`config.mk`:
```
export PLATFORM = sky130hd
export DESIGN_NAME = i2cmc_master
export DESIGN_NICKNAME = d
export VERILOG_FILES = /design/src/i2cmc_pkg.sv /design/src/i2cmc_master.sv
export SDC_FILE = /design/constraint.sdc
export NUM_CORES = 1
export LEC_CHECK = 0
export CORE_MARGIN = 5
export CORE_UTILIZATION = 35
export CTS_BUF_LIST = sky130_fd_sc_hd__clkbuf_8
export DETAILED_ROUTE_END_ITERATION = 10
export DONT_BUFFER_PORTS = 1
export GPL_ROUTABILITY_DRIVEN = 0
export SLEW_MARGIN = 20
export SYNTH_ARGS = -nofsm -noshare
export SYNTH_HDL_FRONTEND = slang
export SYNTH_SLANG_ARGS = --single-unit
```
`constraint.sdc`:
```
create_clock -name CLK_IN -period 6.25 [get_ports CLK_IN]
set_clock_uncertainty 0.1 [all_clocks]
set_input_delay 1.25 -clock CLK_IN [delete_from_list [all_inputs] [get_ports CLK_IN]]
set_output_delay 1.25 -clock CLK_IN [all_outputs]
set_load 0.005 [all_outputs]
```
`src/i2cmc_pkg.sv`:
```
package i2cmc_pkg;
	localparam logic [2:0] OFS_MCTL  = 3'h0;
	localparam logic [2:0] OFS_ADDR  = 3'h1;
	localparam logic [2:0] OFS_TXD   = 3'h2;
	localparam logic [2:0] OFS_RXD   = 3'h3;
	localparam logic [2:0] OFS_ISTAT = 3'h4;
	localparam logic [2:0] OFS_IMASK = 3'h5;

	localparam int BIT_ARBITRATION_LOSS_FLAG  = 7;
	localparam int BIT_NO_ACKNOWLEDGE_FLAG = 6;
	localparam int BIT_MASTER_ENABLE  = 4;

	localparam logic [7:0] RST_MCTL  = 8'h00;
	localparam logic [7:0] RST_ADDR  = 8'hA0;
	localparam logic [7:0] RST_DATA  = 8'h00;
	localparam logic [2:0] RST_IRQ   = 3'h0;
	localparam logic [2:0] RST_SYNC  = 3'h7;

	localparam int         DIV_BASE     = 20;
	localparam int         QUARTERS     = 4;
	localparam logic [9:0] QUARTER_BASE = 10'(DIV_BASE / QUARTERS);
	localparam logic [3:0] ACK_BIT      = 4'h8;
	localparam logic [3:0] LAST_DATA    = 4'h7;

	localparam int IRQ_DONE = 0;
	localparam int IRQ_AL   = 1;
	localparam int IRQ_NAK  = 2;

	typedef struct packed {
		logic [2:0] addr;
		logic [7:0] wdata;
		logic       wr;
		logic       rd;
	} i2cmc_bus_type;

	typedef struct packed {
		logic       arbitration_loss_flag;
		logic       no_acknowledge_flag;
		logic       bb;
		logic       master_enable;
		logic       master_direction;
		logic [2:0] rate;
	} i2cmc_mctl_type;

	typedef enum logic [2:0] {ST_IDLE, ST_START, ST_BIT, ST_HOLD, ST_STOP} i2cmc_state_type;
endpackage

```
`src/i2cmc_master.sv`:
```
// Functional notes
// - setting master enable sends start, then address
// - arbitration loss clears enable, releases both lines
// - enable cleared by software zero or nak
// - stop after byte on nak or cleared enable, never after arbitration loss
// - direction bit follows the calling address
// - direction selects receive or transmit; reset clears
// - three bit rate select, reset zero
// - serial clock is cpu clock over divisor
// - divisor twenty doubling per code step
// - enable attempt while bus busy flags arbitration
// - missing acknowledge sets no acknowledge flag
// - busy set on start, cleared on stop
module i2cmc_master
	import i2cmc_pkg::*;
(
	input  wire logic          CLK_IN,
	input  wire logic          RST_IN,
	input  wire i2cmc_bus_type BUS_IN,
	output logic [7:0]         RDATA_OUT,
	input  wire logic          SCL_IN,
	output logic               SCL_OUT,
	output logic               SCL_OE_OUT,
	input  wire logic          SDA_IN,
	output logic               SDA_OUT,
	output logic               SDA_OE_OUT,
	output logic               IRQ_OUT
);
	logic [2:0]      scl_sync_reg, scl_sync_next;
	logic [2:0]      sda_sync_reg, sda_sync_next;
	logic            scl_f_reg, scl_f_next;
	logic            sda_f_reg, sda_f_next;
	logic            start_det;
	logic            stop_det;

	i2cmc_state_type state_reg, state_next;
	i2cmc_mctl_type  mctl_reg, mctl_next;
	logic [7:0]      addr_reg, addr_next;
	logic [7:0]      txd_reg, txd_next;
	logic [7:0]      rxd_reg, rxd_next;
	logic            tx_full_reg, tx_full_next;
	logic            rx_full_reg, rx_full_next;
	logic [2:0]      istat_reg, istat_next;
	logic [2:0]      imask_reg, imask_next;
	logic [7:0]      rdata_reg, rdata_next;
	logic            irq_reg, irq_next;
	logic [9:0]      qcnt_reg, qcnt_next;
	logic [1:0]      qph_reg, qph_next;
	logic [3:0]      bitcnt_reg, bitcnt_next;
	logic [7:0]      shift_reg, shift_next;
	logic            addr_ph_reg, addr_ph_next;
	logic            dir_reg, dir_next;
	logic            nak_seen_reg, nak_seen_next;
	logic            scl_oe_reg, scl_oe_next;
	logic            sda_oe_reg, sda_oe_next;
	logic            line_low_reg;

	logic [9:0]      qlen;
	logic            tick;
	logic            txing;
	logic            arb_lost;
	logic            nak_set;
	logic            byte_done;
	logic            wr_mctl;
	logic            busy_refuse;

	// input synchronisers and glitch filter
	always_comb begin
		scl_sync_next = {scl_sync_reg[1:0], SCL_IN};
		sda_sync_next = {sda_sync_reg[1:0], SDA_IN};
		scl_f_next = (scl_sync_reg[1] == scl_sync_reg[2]) ? scl_sync_reg[2] : scl_f_reg;
		sda_f_next = (sda_sync_reg[1] == sda_sync_reg[2]) ? sda_sync_reg[2] : sda_f_reg;
		start_det = scl_f_reg && scl_f_next && sda_f_reg && !sda_f_next;
		stop_det = scl_f_reg && scl_f_next && !sda_f_reg && sda_f_next;
	end

	always_ff @(posedge CLK_IN) begin
		if (RST_IN) begin
			scl_sync_reg <= RST_SYNC;
			sda_sync_reg <= RST_SYNC;
			scl_f_reg <= 1'b1;
			sda_f_reg <= 1'b1;
		end else begin
			scl_sync_reg <= scl_sync_next;
			sda_sync_reg <= sda_sync_next;
			scl_f_reg <= scl_f_next;
			sda_f_reg <= sda_f_next;
		end
	end

	// bit engine, registers and line drive
	always_comb begin
		state_next = state_reg;
		mctl_next = mctl_reg;
		addr_next = addr_reg;
		txd_next = txd_reg;
		rxd_next = rxd_reg;
		tx_full_next = tx_full_reg;
		rx_full_next = rx_full_reg;
		imask_next = imask_reg;
		qcnt_next = 10'h000;
		qph_next = qph_reg;
		bitcnt_next = bitcnt_reg;
		shift_next = shift_reg;
		addr_ph_next = addr_ph_reg;
		dir_next = dir_reg;
		nak_seen_next = nak_seen_reg;
		arb_lost = 1'b0;
		nak_set = 1'b0;
		byte_done = 1'b0;
		wr_mctl = BUS_IN.wr && (BUS_IN.addr == OFS_MCTL);
		busy_refuse = wr_mctl && BUS_IN.wdata[BIT_MASTER_ENABLE] && !mctl_reg.master_enable && mctl_reg.bb;
		qlen = QUARTER_BASE << mctl_reg.rate;
		txing = addr_ph_reg || !dir_reg;
		tick = (state_reg != ST_IDLE) && (state_reg != ST_HOLD) && (qcnt_reg == qlen - 10'h001);

		if ((state_reg != ST_IDLE) && (state_reg != ST_HOLD) && !tick) begin
			qcnt_next = qcnt_reg + 10'h001;
		end
		if (tick) begin
			qph_next = qph_reg + 2'h1;
		end

		unique case (state_reg)
			ST_IDLE: begin
				qph_next = 2'h0;
				if (mctl_reg.master_enable) begin
					state_next = ST_START;
				end
			end
			ST_START: begin
				if (tick && qph_reg == 2'h3) begin
					state_next = ST_BIT;
					shift_next = {addr_reg[7:1], mctl_reg.master_direction};
					dir_next = mctl_reg.master_direction;
					addr_ph_next = 1'b1;
					bitcnt_next = 4'h0;
				end
			end
			ST_BIT: begin
				if (tick && qph_reg == 2'h2) begin
					if (bitcnt_reg == ACK_BIT) begin
						nak_seen_next = txing && sda_f_reg;
					end else if (txing && shift_reg[7] && !sda_f_reg) begin
						arb_lost = 1'b1;
					end else if (!txing) begin
						shift_next = {shift_reg[6:0], sda_f_reg};
					end
				end
				if (tick && qph_reg == 2'h3) begin
					if (bitcnt_reg == ACK_BIT) begin
						byte_done = 1'b1;
						addr_ph_next = 1'b0;
						if (!addr_ph_reg && dir_reg) begin
							rxd_next = shift_reg;
							rx_full_next = 1'b1;
						end
						if (nak_seen_reg) begin
							nak_set = 1'b1;
							state_next = ST_STOP;
						end else if (!mctl_reg.master_enable) begin
							state_next = ST_STOP;
						end else begin
							state_next = ST_HOLD;
						end
					end else begin
						bitcnt_next = bitcnt_reg + 4'h1;
						if (txing) begin
							shift_next = {shift_reg[6:0], 1'b0};
						end
					end
				end
				if (arb_lost) begin
					state_next = ST_IDLE;
				end
			end
			ST_HOLD: begin
				qph_next = 2'h0;
				bitcnt_next = 4'h0;
				if (!mctl_reg.master_enable) begin
					state_next = ST_STOP;
				end else if (dir_reg && !rx_full_reg) begin
					state_next = ST_BIT;
					shift_next = 8'h00;
				end else if (!dir_reg && tx_full_reg) begin
					state_next = ST_BIT;
					shift_next = txd_reg;
					tx_full_next = 1'b0;
				end
			end
			ST_STOP: begin
				if (tick && qph_reg == 2'h3) begin
					state_next = ST_IDLE;
				end
			end
		endcase

		if (BUS_IN.wr && BUS_IN.addr == OFS_ADDR) begin
			addr_next = BUS_IN.wdata;
		end
		if (BUS_IN.wr && BUS_IN.addr == OFS_TXD) begin
			txd_next = BUS_IN.wdata;
			tx_full_next = 1'b1;
		end
		if (BUS_IN.wr && BUS_IN.addr == OFS_IMASK) begin
			imask_next = BUS_IN.wdata[2:0];
		end
		if (BUS_IN.rd && BUS_IN.addr == OFS_RXD && !byte_done) begin
			rx_full_next = 1'b0;
		end

		if (wr_mctl) begin
			mctl_next.master_enable = BUS_IN.wdata[BIT_MASTER_ENABLE] && !busy_refuse;
			mctl_next.master_direction = BUS_IN.wdata[3];
			mctl_next.rate = BUS_IN.wdata[2:0];
			if (!BUS_IN.wdata[BIT_ARBITRATION_LOSS_FLAG]) begin
				mctl_next.arbitration_loss_flag = 1'b0;
			end
			if (!BUS_IN.wdata[BIT_NO_ACKNOWLEDGE_FLAG]) begin
				mctl_next.no_acknowledge_flag = 1'b0;
			end
		end
		if (arb_lost || busy_refuse) begin
			mctl_next.arbitration_loss_flag = 1'b1;
		end
		if (nak_set) begin
			mctl_next.no_acknowledge_flag = 1'b1;
		end
		if (arb_lost || nak_set) begin
			mctl_next.master_enable = 1'b0;
		end
		if (start_det) begin
			mctl_next.bb = 1'b1;
		end else if (stop_det) begin
			mctl_next.bb = 1'b0;
		end

		istat_next = (BUS_IN.rd && BUS_IN.addr == OFS_ISTAT) ? RST_IRQ : istat_reg;
		istat_next[IRQ_DONE] = istat_next[IRQ_DONE] | byte_done;
		istat_next[IRQ_AL] = istat_next[IRQ_AL] | arb_lost | busy_refuse;
		istat_next[IRQ_NAK] = istat_next[IRQ_NAK] | nak_set;
		irq_next = |(istat_next & imask_next);

		rdata_next = RST_DATA;
		if (BUS_IN.rd) begin
			unique case (BUS_IN.addr)
				OFS_MCTL:  rdata_next = mctl_reg;
				OFS_ADDR:  rdata_next = addr_reg;
				OFS_TXD:   rdata_next = txd_reg;
				OFS_RXD:   rdata_next = rxd_reg;
				OFS_ISTAT: rdata_next = {5'h00, istat_reg};
				OFS_IMASK: rdata_next = {5'h00, imask_reg};
				default:   rdata_next = RST_DATA;
			endcase
		end

		// line drive from the next state, so outputs line up with it
		scl_oe_next = 1'b0;
		sda_oe_next = 1'b0;
		unique case (state_next)
			ST_IDLE: begin
				scl_oe_next = 1'b0;
				sda_oe_next = 1'b0;
			end
			ST_START: begin
				sda_oe_next = qph_next[1];
				scl_oe_next = (qph_next == 2'h3);
			end
			ST_BIT: begin
				scl_oe_next = !qph_next[1];
				if (bitcnt_next == ACK_BIT) begin
					sda_oe_next = !addr_ph_next && dir_next;
				end else if (addr_ph_next || !dir_next) begin
					sda_oe_next = !shift_next[7];
				end
			end
			ST_HOLD: begin
				scl_oe_next = 1'b1;
			end
			ST_STOP: begin
				scl_oe_next = (qph_next == 2'h0);
				sda_oe_next = !qph_next[1];
			end
		endcase
	end

	always_ff @(posedge CLK_IN) begin
		if (RST_IN) begin
			state_reg <= ST_IDLE;
			mctl_reg <= RST_MCTL;
			addr_reg <= RST_ADDR;
			txd_reg <= RST_DATA;
			rxd_reg <= RST_DATA;
			tx_full_reg <= 1'b0;
			rx_full_reg <= 1'b0;
			istat_reg <= RST_IRQ;
			imask_reg <= RST_IRQ;
			rdata_reg <= RST_DATA;
			irq_reg <= 1'b0;
			qcnt_reg <= 10'h000;
			qph_reg <= 2'h0;
			bitcnt_reg <= 4'h0;
			shift_reg <= RST_DATA;
			addr_ph_reg <= 1'b0;
			dir_reg <= 1'b0;
			nak_seen_reg <= 1'b0;
			scl_oe_reg <= 1'b0;
			sda_oe_reg <= 1'b0;
			line_low_reg <= 1'b0;
		end else begin
			state_reg <= state_next;
			mctl_reg <= mctl_next;
			addr_reg <= addr_next;
			txd_reg <= txd_next;
			rxd_reg <= rxd_next;
			tx_full_reg <= tx_full_next;
			rx_full_reg <= rx_full_next;
			istat_reg <= istat_next;
			imask_reg <= imask_next;
			rdata_reg <= rdata_next;
			irq_reg <= irq_next;
			qcnt_reg <= qcnt_next;
			qph_reg <= qph_next;
			bitcnt_reg <= bitcnt_next;
			shift_reg <= shift_next;
			addr_ph_reg <= addr_ph_next;
			dir_reg <= dir_next;
			nak_seen_reg <= nak_seen_next;
			scl_oe_reg <= scl_oe_next;
			sda_oe_reg <= sda_oe_next;
			line_low_reg <= 1'b0;
		end
	end

	assign RDATA_OUT = rdata_reg;
	assign SCL_OUT = line_low_reg;
	assign SDA_OUT = line_low_reg;
	assign SCL_OE_OUT = scl_oe_reg;
	assign SDA_OE_OUT = sda_oe_reg;
	assign IRQ_OUT = irq_reg;
endmodule

```
# --- Word level (Yosys, flattened, before mapping) ---
# Index checks and enable logic that the tools add are counted.
op_classes:
  n_addsub: 4
  n_mul: 0
  div: 0
  magnitude_cmp: 0
  n_eq_ne: 28
  n_shift: 1
  muxes: 69
  bitwise: 7
  reduce_logical: 69
op_table:
  columns: ["cell", "n"]
  rows:
  - ["2-to-1 mux 8 bit", 11]
  - ["case mux 8 bit (6 select lines)", 1]
  - ["2-to-1 mux 3 bit", 13]
  - ["2-to-1 mux 1 bit", 32]
  - ["logical AND 1 bit", 28]
  - ["case mux 8 bit (3 select lines)", 1]
  - ["== test 3 x 2 -> 1 bit (second input constant)", 6]
  - ["case mux 3 bit (5 select lines)", 1]
  - ["logical NOT 1 bit", 13]
  - ["== test 3 bit (second input constant)", 4]
  - ["2-to-1 mux 4 bit", 3]
  - ["case mux 4 bit (3 select lines)", 1]
  - ["AND reduction 4 bit", 3]
  - ["nonzero test 2 bit", 6]
  - ["adder 10 x 1 -> 10 bit (second input constant)", 1]
  - ["== test 10 bit", 1]
  - ["OR reduction 2 bit", 5]
  - ["<< shifter 3 x 3 -> 10 bit (first input constant)", 1]
  - ["subtractor 10 x 1 -> 10 bit (second input constant)", 1]
  - ["== test 3 x 1 -> 1 bit (second input constant)", 3]
  - ["logical NOT 3 bit", 3]
  - ["== test 4 bit (second input constant)", 2]
  - ["== test 2 bit (second input constant)", 3]
  - ["2-to-1 mux 2 bit", 3]
  - ["19 further kinds", 32]
totals:
  ff_bits: 89
  latch_bits: 0
  ramBits: 0
  mem_bits_ro: 0
  in_bits: 17
  output_inout_bits: 13
  wordCells: 208
  n_memories: 0

# --- Depth between registers and ports, before layout ---
# Gate-level depths: netlist of run 1.
depth:
  word_depth: 15
  depth_mapped: 13
  ltp_nobuf: 10

# --- Least setup slack after synthesis of run 1 ---
# Ideal clock, no wire load.
synth_path:
  path_type: "register to register"
  startpoint: "register mctl_reg[1] (netlist name)"
  endpoint: "register sda_oe_reg, in the netlist SDA_OE_OUT"
  setup_time_ns: 0.131
  arrival_time_ns: 2.531
  t_required_ns: 6.019
  path_slack_ns: 3.488
  path_stages_with_launch: 11
  n_path_buf: 1
  period_less_slack_ns: 2.762
  cell_sequence: "dfxtp_1 buf_2 or3_1 a31o_1 a31o_4 a21o_4 o311a_1 a221o_1 and4bb_1 mux2i_1 o22ai_1"
synth_via:
  elab_chain_len: 14
  word_cells_on_any_way: 42
  cone_classes: "add/sub (1); eq/ne (5); shift (1); mux (26); reduce/logical (9)"
synth_rtl:
  columns: ["element", "line", "source"]
  rows:
  - ["start, declared", "i2cmc_master.sv:37", "i2cmc_mctl_type mctl_reg, mctl_next;"]
  - ["start signal, assigned", "i2cmc_master.sv:312", "mctl_reg <= mctl_next;"]
  - ["<< shifter 3 x 3 -> 10 bit (*)", "i2cmc_master.sv:113", "qlen = QUARTER_BASE << mctl_reg.rate;"]
  - ["subtractor 10 x 1 -> 10 bit (*)", "i2cmc_master.sv:115", "tick = (state_reg != ST_IDLE) && (state_reg != ST_HOLD) && (qcnt_reg == qlen - 10'h001);"]
  - ["== test 10 bit (*)", "i2cmc_master.sv:115", null]
  - ["logical AND 1 bit (*)", "i2cmc_master.sv:115", null]
  - ["logical AND 1 bit", "i2cmc_master.sv:141", "if (tick && qph_reg == 2'h2) begin"]
  - ["2-to-1 mux 8 bit", "i2cmc_master.sv:141", null]
  - ["2-to-1 mux 8 bit", "i2cmc_master.sv:168", "if (txing) begin"]
  - ["2-to-1 mux 8 bit", "i2cmc_master.sv:151", "if (bitcnt_reg == ACK_BIT) begin"]
  - ["2-to-1 mux 8 bit", "i2cmc_master.sv:150", "if (tick && qph_reg == 2'h3) begin"]
  - ["case mux 8 bit (3 select lines)", "i2cmc_master.sv:124", "unique case (state_reg)"]
  - ["logical NOT 1 bit", "i2cmc_master.sv:274", "sda_oe_next = !shift_next[7];"]
  - ["2-to-1 mux 1 bit", "i2cmc_master.sv:273", "end else if (addr_ph_next || !dir_next) begin"]
  - ["2-to-1 mux 1 bit", "i2cmc_master.sv:271", "if (bitcnt_next == ACK_BIT) begin"]
  - ["case mux 1 bit (3 select lines) (*)", "i2cmc_master.sv:260", "unique case (state_next)"]
  - ["end signal, assigned", "i2cmc_master.sv:330", "sda_oe_reg <= sda_oe_next;"]
  - ["end, declared", "i2cmc_master.sv:55", "logic sda_oe_reg, sda_oe_next;"]
# Mark *: on every way between the ends. The rest lies on a longest branch, timed or not. The select of a mux whose other input is x is not followed.
# A chain may end at the register's enable or synchronous reset.

# --- Worst setup path after layout of run 1 ---
# Same ends and word-level chain as after synthesis.

==> results.py, run 1 <==
metrics = {
    "grt": {
        "gr-total-overflow": 0,
        "grt_pass1_vias": 3545,
        "grt.total_usage_pct": 15.41,
        "grt_max_degree": 74,
        "antenna_found_initial": 0,
        "grt_pass1_wl_um": 18570,
    },
    "setup_path": {
        "required_ns": 6.45,
        "crit_path_frequent_cell": "mux2i_1",
        "worstPathMaxFanout": 19,
        "worstPathCellList": "nand2b_1 > o21ai_0 > a221oi_1 > o221a_2 > nand3_1 > mux2i_1 > nor4b_1 > mux2i_1 > o22ai_1",
        "r2r_slack_ns": 2.77,
        "max_stage_delay_ns": 0.64,
        "r2r-start": "mctl_reg[1]$_SDFFE_PP0P_",
        "crit_type": "register to register",
        "worstReg2RegEnd": "SDA_OE_OUT$_SDFF_PP0_",
        "cp-end-kind": "register",
        "startpoint_type": "register",
        "cp_slowest_cell": "dfxtp_1",
        "ff2ff_path_depth": 9,
        "crit_arrival_ns": 3.68,
        "startpoint": "mctl_reg[1]$_SDFFE_PP0P_",
        "cp-endpoint": "SDA_OE_OUT$_SDFF_PP0_",
    },
    "layout": {
        "antennaDiodeCount": 0,
        "largest_reg_flops": 10,
        "final_common_cell": "dfxtp_1",
        "utilization_pct": 37.86,
        "multi_input_area_um2": 2570,
        "layout-drive-gt1-share_pct": 7.721,
        "seqCellArea_um2": 1782,
        "final_cell_area_um2": 4817,
        "instances_no_fill": 703,
        "area_growth_pct": 5.537,
        "most-common-layout-cells": "dfxtp_1, nand2_1, nor2_1",
        "layout.nets": 548,
        "fill_cells": 1351,
    },
    "die": {
        "num_io_pins": 30,
        "coreArea_um2": 12720,
        "start_util_pct": 35.88,
        "fp.dieW_um": 124.2,
        "dieArea_um2": 15420,
        "die_h_um": 124.2,
        "num_rows": 41,
    },
    "pwr": {
        "power_density_nw_per_um2": 216.5,
        "vdd_ir_drop_max_mv": 0.1343,
        "comb_power_share_pct": 4.4,
        "p_int_mw": 0.7839,
        "switchingPower_mw": 0.2588,
        "seqPwrFrac_pct": 55.9,
        "total_leakage_power_nw": 1.715,
        "swShare_pct": 24.82,
        "clkPwrFrac_pct": 39.7,
        "finalPower_mw": 1.043,
    },
    "sta": {
        "slew_violations": 0,
        "holdWs_ns": 0.3213,
        "final.setup.tns_ns": 0,
        "period_needed_ns": 3.483,
        "setup_violations": 0,
        "worst_slack_ns": 2.767,
        "hold_viol_final": 0,
        "max_slew_margin_pct": 35.71,
        "period_share_pct": 55.73,
        "max_clock_freq_mhz": 287.1,
        "worstMarginPinSlew_ns": 0.9591,
        "grt_setup_unrepaired": "false",
    },
    "yosys": {
        "synth.top_cell.area_share_pct": 39.04,
        "synth_area_leaders": "dfxtp_1, nand2_1, nor2_1",
        "yosysTopAreaCell": "dfxtp_1",
        "syn_area_um2": 4564,
        "avgSynthCellArea_um2": 8.269,
        "synthDistinctLibCells": 70,
        "ys.flop_type": "dfxtp_1",
        "netlist_instances": 552,
        "async_reset_ff_share_pct": 0,
        "synth_edf_count": 0,
        "ys_ff_latch": 89,
        "yosys_warnings": 0,
        "ys_seq_area_share_pct": 39.04,
    },
    "place": {
        "io_buffers": 0,
        "pre_cts_slack_ns": 2.774,
        "dpl.hpwl_um": 8015,
        "place_inst": 687,
        "dpl_cell_area_um2": 4612,
    },
    "clock_tree": {
        "hold_buffers": 0,
        "htreeDepth": 3,
        "clkSlewWorstSetupHoldPaths_ns": 0.10,
        "cts-resized-gates": 0,
        "cts_buffers": 9,
        "cts_sinks": 89,
        "cts_tree": "built",
        "insertion_delay_ns": 0.36,
        "clk_path_buf_depth": 2,
        "cts_root_buffer": "clkbuf_8",
        "post_cts_buffers": 0,
    },
    "detailed_routing": {
        "drtAntennaViolNets": 0,
        "wire_per_inst_um": 16.52,
        "wl_um": 11610,
        "avgViaCountPerCell": 5.562,
        "drc": 0,
        "vias": 3910,
        "dr.pass1.iters": 5,
        "drt-initial-drc-count": 295,
    },
    "worst_hold_path": {
        "hold_class": "register to register",
    },
    "status": {
        "outcome": "finished, final reports clean",
    },
    "job": {
        "max_cap_violations": 0,
    },
}
==> kinds of logic after synthesis <==
| logic type | after synthesis | share of synthesized area (%) |
|---|---|---|
| adder cells (fa/ha/maj) | 6 | 1.590 |
| other | 1 | 0.08216 |
| XOR/XNOR | 10 | 1.919 |
| multiplexers | 30 | 8.333 |
| AND/OR/NAND/NOR | 244 | 26.26 |
| AO/OA/AOI/OAI | 123 | 18.04 |
| flip-flops | 89 | 39.04 |
| buffers and inverters | 49 | 4.742 |
==> how the worst min path moves through the flow <==
stage / startpoint / endpoint / slack (ns) / cells past startpoint
floorplan: scl_sync_reg[0]$_SDFF_PP1_ / scl_sync_reg[1]$_SDFF_PP1_ / 0.29 / 1
global placement: scl_sync_reg[0]$_SDFF_PP1_ / scl_sync_reg[1]$_SDFF_PP1_ / 0.30 / 1
detailed placement: scl_sync_reg[0]$_SDFF_PP1_ / scl_sync_reg[1]$_SDFF_PP1_ / 0.30 / 1
CTS: scl_sync_reg[0]$_SDFF_PP1_ / scl_sync_reg[1]$_SDFF_PP1_ / 0.32 / 1
global route: scl_sync_reg[0]$_SDFF_PP1_ / scl_sync_reg[1]$_SDFF_PP1_ / 0.33 / 1
finish: scl_sync_reg[0]$_SDFF_PP1_ / scl_sync_reg[1]$_SDFF_PP1_ / 0.32 / 1
==> cell type report <==
class | instances | share of cell area [%]
Inverter | 10 | 0.7792
Clock buffer | 9 | 2.571
Multi-Input combinational cell | 415 | 53.35
Tap cell | 172 | 4.468
Clock inverter | 7 | 1.688
Timing Repair Buffer | 1 | 0.1558
Sequential cell | 89 | 36.99
==> worst max-delay path: cells and delay by family, from the launching register on <==
| family | cells | cell delay [ns] |
|---|---|---|
| AOI/OAI and AO/OA | 4 | 1.16 |
| DFF | 1 | 0.64 |
| muxes | 2 | 0.42 |
| and+or+nand+nor | 3 | 1.10 |
==> cell usage after synthesis, types with 3 or more instances <==
cell / count
nand3_1: 13
nand4_1: 5
buf_2: 5
nor4bb_1: 3
nand2_1: 77
and2_1: 6
mux2i_1: 20
ha_1: 5
a21oi_1: 40
nor2b_1: 16
mux2_2: 4
a31oi_1: 11
o21bai_1: 3
inv_1: 10
buf_1: 3
nand3b_1: 5
and3_1: 8
or2_2: 7
nand2b_1: 4
a22oi_1: 8
mux4_2: 6
xnor2_1: 5
a311oi_1: 8
buf_4: 3
dfxtp_1: 89
clkbuf_1: 26
o21ai_0: 19
nor3_1: 16
nor4_1: 4
nor2_1: 63
or3_1: 3
nor3b_1: 3
xor2_1: 5
a211oi_1: 6
==> layer usage <==
layer	track usage, %	up-vias	part of all wire (%)
met3	2.816	15	6.6
li1	-	1910	-
met4	4.928	0	1.5
met2	23.38	136	45
met1	22.12	1849	47
met5	0	-	0
==> power by group through the flow <==
stage	Sequential, mW	Combinational, mW	Clock [mW]
final	0.583	0.0456	0.414
after global routing	0.584	0.0506	0.449
after CTS	0.583	0.0455	0.424
after detailed placement	0.596	0.0453	0
after global placement	0.596	0.0448	0
after floorplan	0.591	0.0509	0
Note: power is estimated with default switching activity, not from simulation.
==> run 2, diff against run 1 <==
clock period = 3.1 ns   (was 6.25 ns; I/O delays follow)
==> run 2 against run 1 <==
  * Maximum frequency rose by 21%
  * Non-clock buffer count is 23 higher
  * Final area grew 5.2%
  * Combinational power up 130%
  * Cell count is 3.3% higher
==> results.py, run 2 (synthesized netlist as in run 1, its figures left out) <==
metrics = {
    "die": {
        "fp.dieW_um": 124.2,
        "die_h_um": 124.2,
        "coreArea_um2": 12720,
        "num_io_pins": 30,
        "dieArea_um2": 15420,
        "start_util_pct": 35.88,
        "num_rows": 41,
    },
    "clock_tree": {
        "cts_sinks": 89,
        "cts_buffers": 9,
        "htreeDepth": 3,
        "cts_root_buffer": "clkbuf_8",
        "hold_buffers": 0,
        "clk_path_buf_depth": 2,
        "insertion_delay_ns": 0.37,
        "cts_tree": "built",
        "clkSlewWorstSetupHoldPaths_ns": 0.10,
    },
    "pwr": {
        "seqPwrFrac_pct": 52.8,
        "switchingPower_mw": 0.5279,
        "vdd_ir_drop_max_mv": 0.2420,
        "swShare_pct": 23.77,
        "power_density_nw_per_um2": 438.4,
        "comb_power_share_pct": 4.7,
        "clkPwrFrac_pct": 42.5,
        "p_int_mw": 1.693,
        "total_leakage_power_nw": 1.853,
    },
    "layout": {
        "layout.nets": 571,
        "seqCellArea_um2": 1784,
        "fill_cells": 1327,
        "final_common_cell": "dfxtp_1",
        "most-common-layout-cells": "dfxtp_1, nand2_1, nor2_1",
        "multi_input_area_um2": 2615,
        "area_growth_pct": 10.99,
        "layout-drive-gt1-share_pct": 13.36,
        "largest_reg_flops": 10,
        "instances_no_fill": 726,
        "antennaDiodeCount": 0,
    },
    "detailed_routing": {
        "avgViaCountPerCell": 5.639,
        "drt-initial-drc-count": 286,
        "wire_per_inst_um": 16.45,
        "wl_um": 11950,
        "dr.pass1.iters": 4,
        "drtAntennaViolNets": 0,
        "drc": 0,
        "vias": 4094,
    },
    "status": {
        "outcome": "finished, final reports clean",
    },
    "worst_hold_path": {
        "hold_class": "primary input to register",
    },
    "grt": {
        "grt.total_usage_pct": 16.07,
        "grt_max_degree": 74,
        "grt_pass1_wl_um": 19550,
        "grt_pass1_vias": 3899,
        "gr-total-overflow": 0,
        "antenna_found_initial": 0,
    },
    "setup_path": {
        "required_ns": 3.27,
        "cp-end-kind": "register",
        "worstPathMaxFanout": 15,
        "crit_arrival_ns": 3.04,
        "crit_type": "register to register",
        "startpoint_type": "register",
    },
    "place": {
        "dpl.hpwl_um": 8368,
        "place_inst": 710,
        "io_buffers": 0,
        "pre_cts_slack_ns": 0.1246,
    },
    "sta": {
        "worst_slack_ns": 0.2240,
        "setup_violations": 0,
        "period_share_pct": 92.77,
        "max_clock_freq_mhz": 347.7,
        "holdWs_ns": 0.2052,
        "period_needed_ns": 2.876,
        "slew_violations": 0,
        "hold_viol_final": 0,
    },
    "job": {
        "max_cap_violations": 0,
    },
}
[run 2: changes by cell type in the layout (fill, tap and decap cells not counted), moves of 2 or more]
cell      before  now
buf_4          1   24
a311oi_1       8    6
a311oi_2       0    2
clkinv_2       2    0
dfxtp_1       89   87
dfxtp_2        0    2
[run 2: path summary, 6_finish.rpt]
kind / to / startpoint / depth (start not counted) / slack, ns
max reg2reg: SDA_OE_OUT$_SDFF_PP0_ / mctl_reg[2]$_SDFFE_PP0P_ / 11 / 0.22
max: SDA_OE_OUT$_SDFF_PP0_ / mctl_reg[2]$_SDFFE_PP0P_ / 11 / 0.22
min: mctl_reg[1]$_SDFFE_PP0P_ / RST_IN / 1 / 0.21
min reg2reg: scl_sync_reg[1]$_SDFF_PP1_ / scl_sync_reg[0]$_SDFF_PP1_ / 1 / 0.32
[run 2: per-layer routing]
layer  GRT usage, %  up-vias  share of wire (%)
met4          6.434        0                2.2
met5              0        -                  0
met3          2.679       21                7.6
li1               -     1957                  -
met2          25.54      161                 46
met1          21.74     1955                 45
[run 2: through the flow]
| step | setup TNS, ns | util, % | power (mW) | instance area [um2] |
|---|---|---|---|---|
| global route | -0.003012 | 39.82 | 2.286 | 5066 |
| finish | 0 | 39.82 | 2.221 | 5066 |
| floorplan | 0 | - | 1.295 | 4568 |
| CTS | 0 | 39.45 | 2.231 | 5019 |
| detailed placement | 0 | 37.61 | 1.299 | 4785 |
| global placement | 0 | 37.61 | 1.297 | 4785 |
[run 2: power groups by stage]
stage	combinational [mW]	sequential, mW	clock (mW)
2_1_floorplan	0.103	1.19	0
4_1_cts	0.101	1.17	0.958
6_report	0.105	1.17	0.945
3_5_place_dp	0.101	1.20	0
3_3_place_gp	0.0994	1.20	0
5_1_grt	0.115	1.17	0.997
[run 2: what timing repair did]
action / CTS / global route
endpoints found under the setup margin: 0 / 21
setup buffers: 0 / 0
gates resized for setup: 0 / 10
[run 2: critical path, stage by stage, from the launching register on]
cell	delay, ns
dfxtp_2	0.37
buf_4	0.18
nand2b_1	0.10
o21ai_0	0.08
a221oi_1	0.42
o221a_2	0.30
buf_4	0.22
a211oi_1	0.11
a211oi_1	0.33
and4bb_1	0.26
mux2i_1	0.20
o22ai_1	0.10
[run 2: layout make-up]
class                           instances  share of cell area [%]
Clock inverter                          6                   1.902
Timing Repair Buffer                   24                   3.556
Clock buffer                           10                   2.717
Tap cell                              172                   4.248
Inverter                               10                  0.7409
Multi-Input combinational cell        415                   51.62
Sequential cell                        89                   35.22
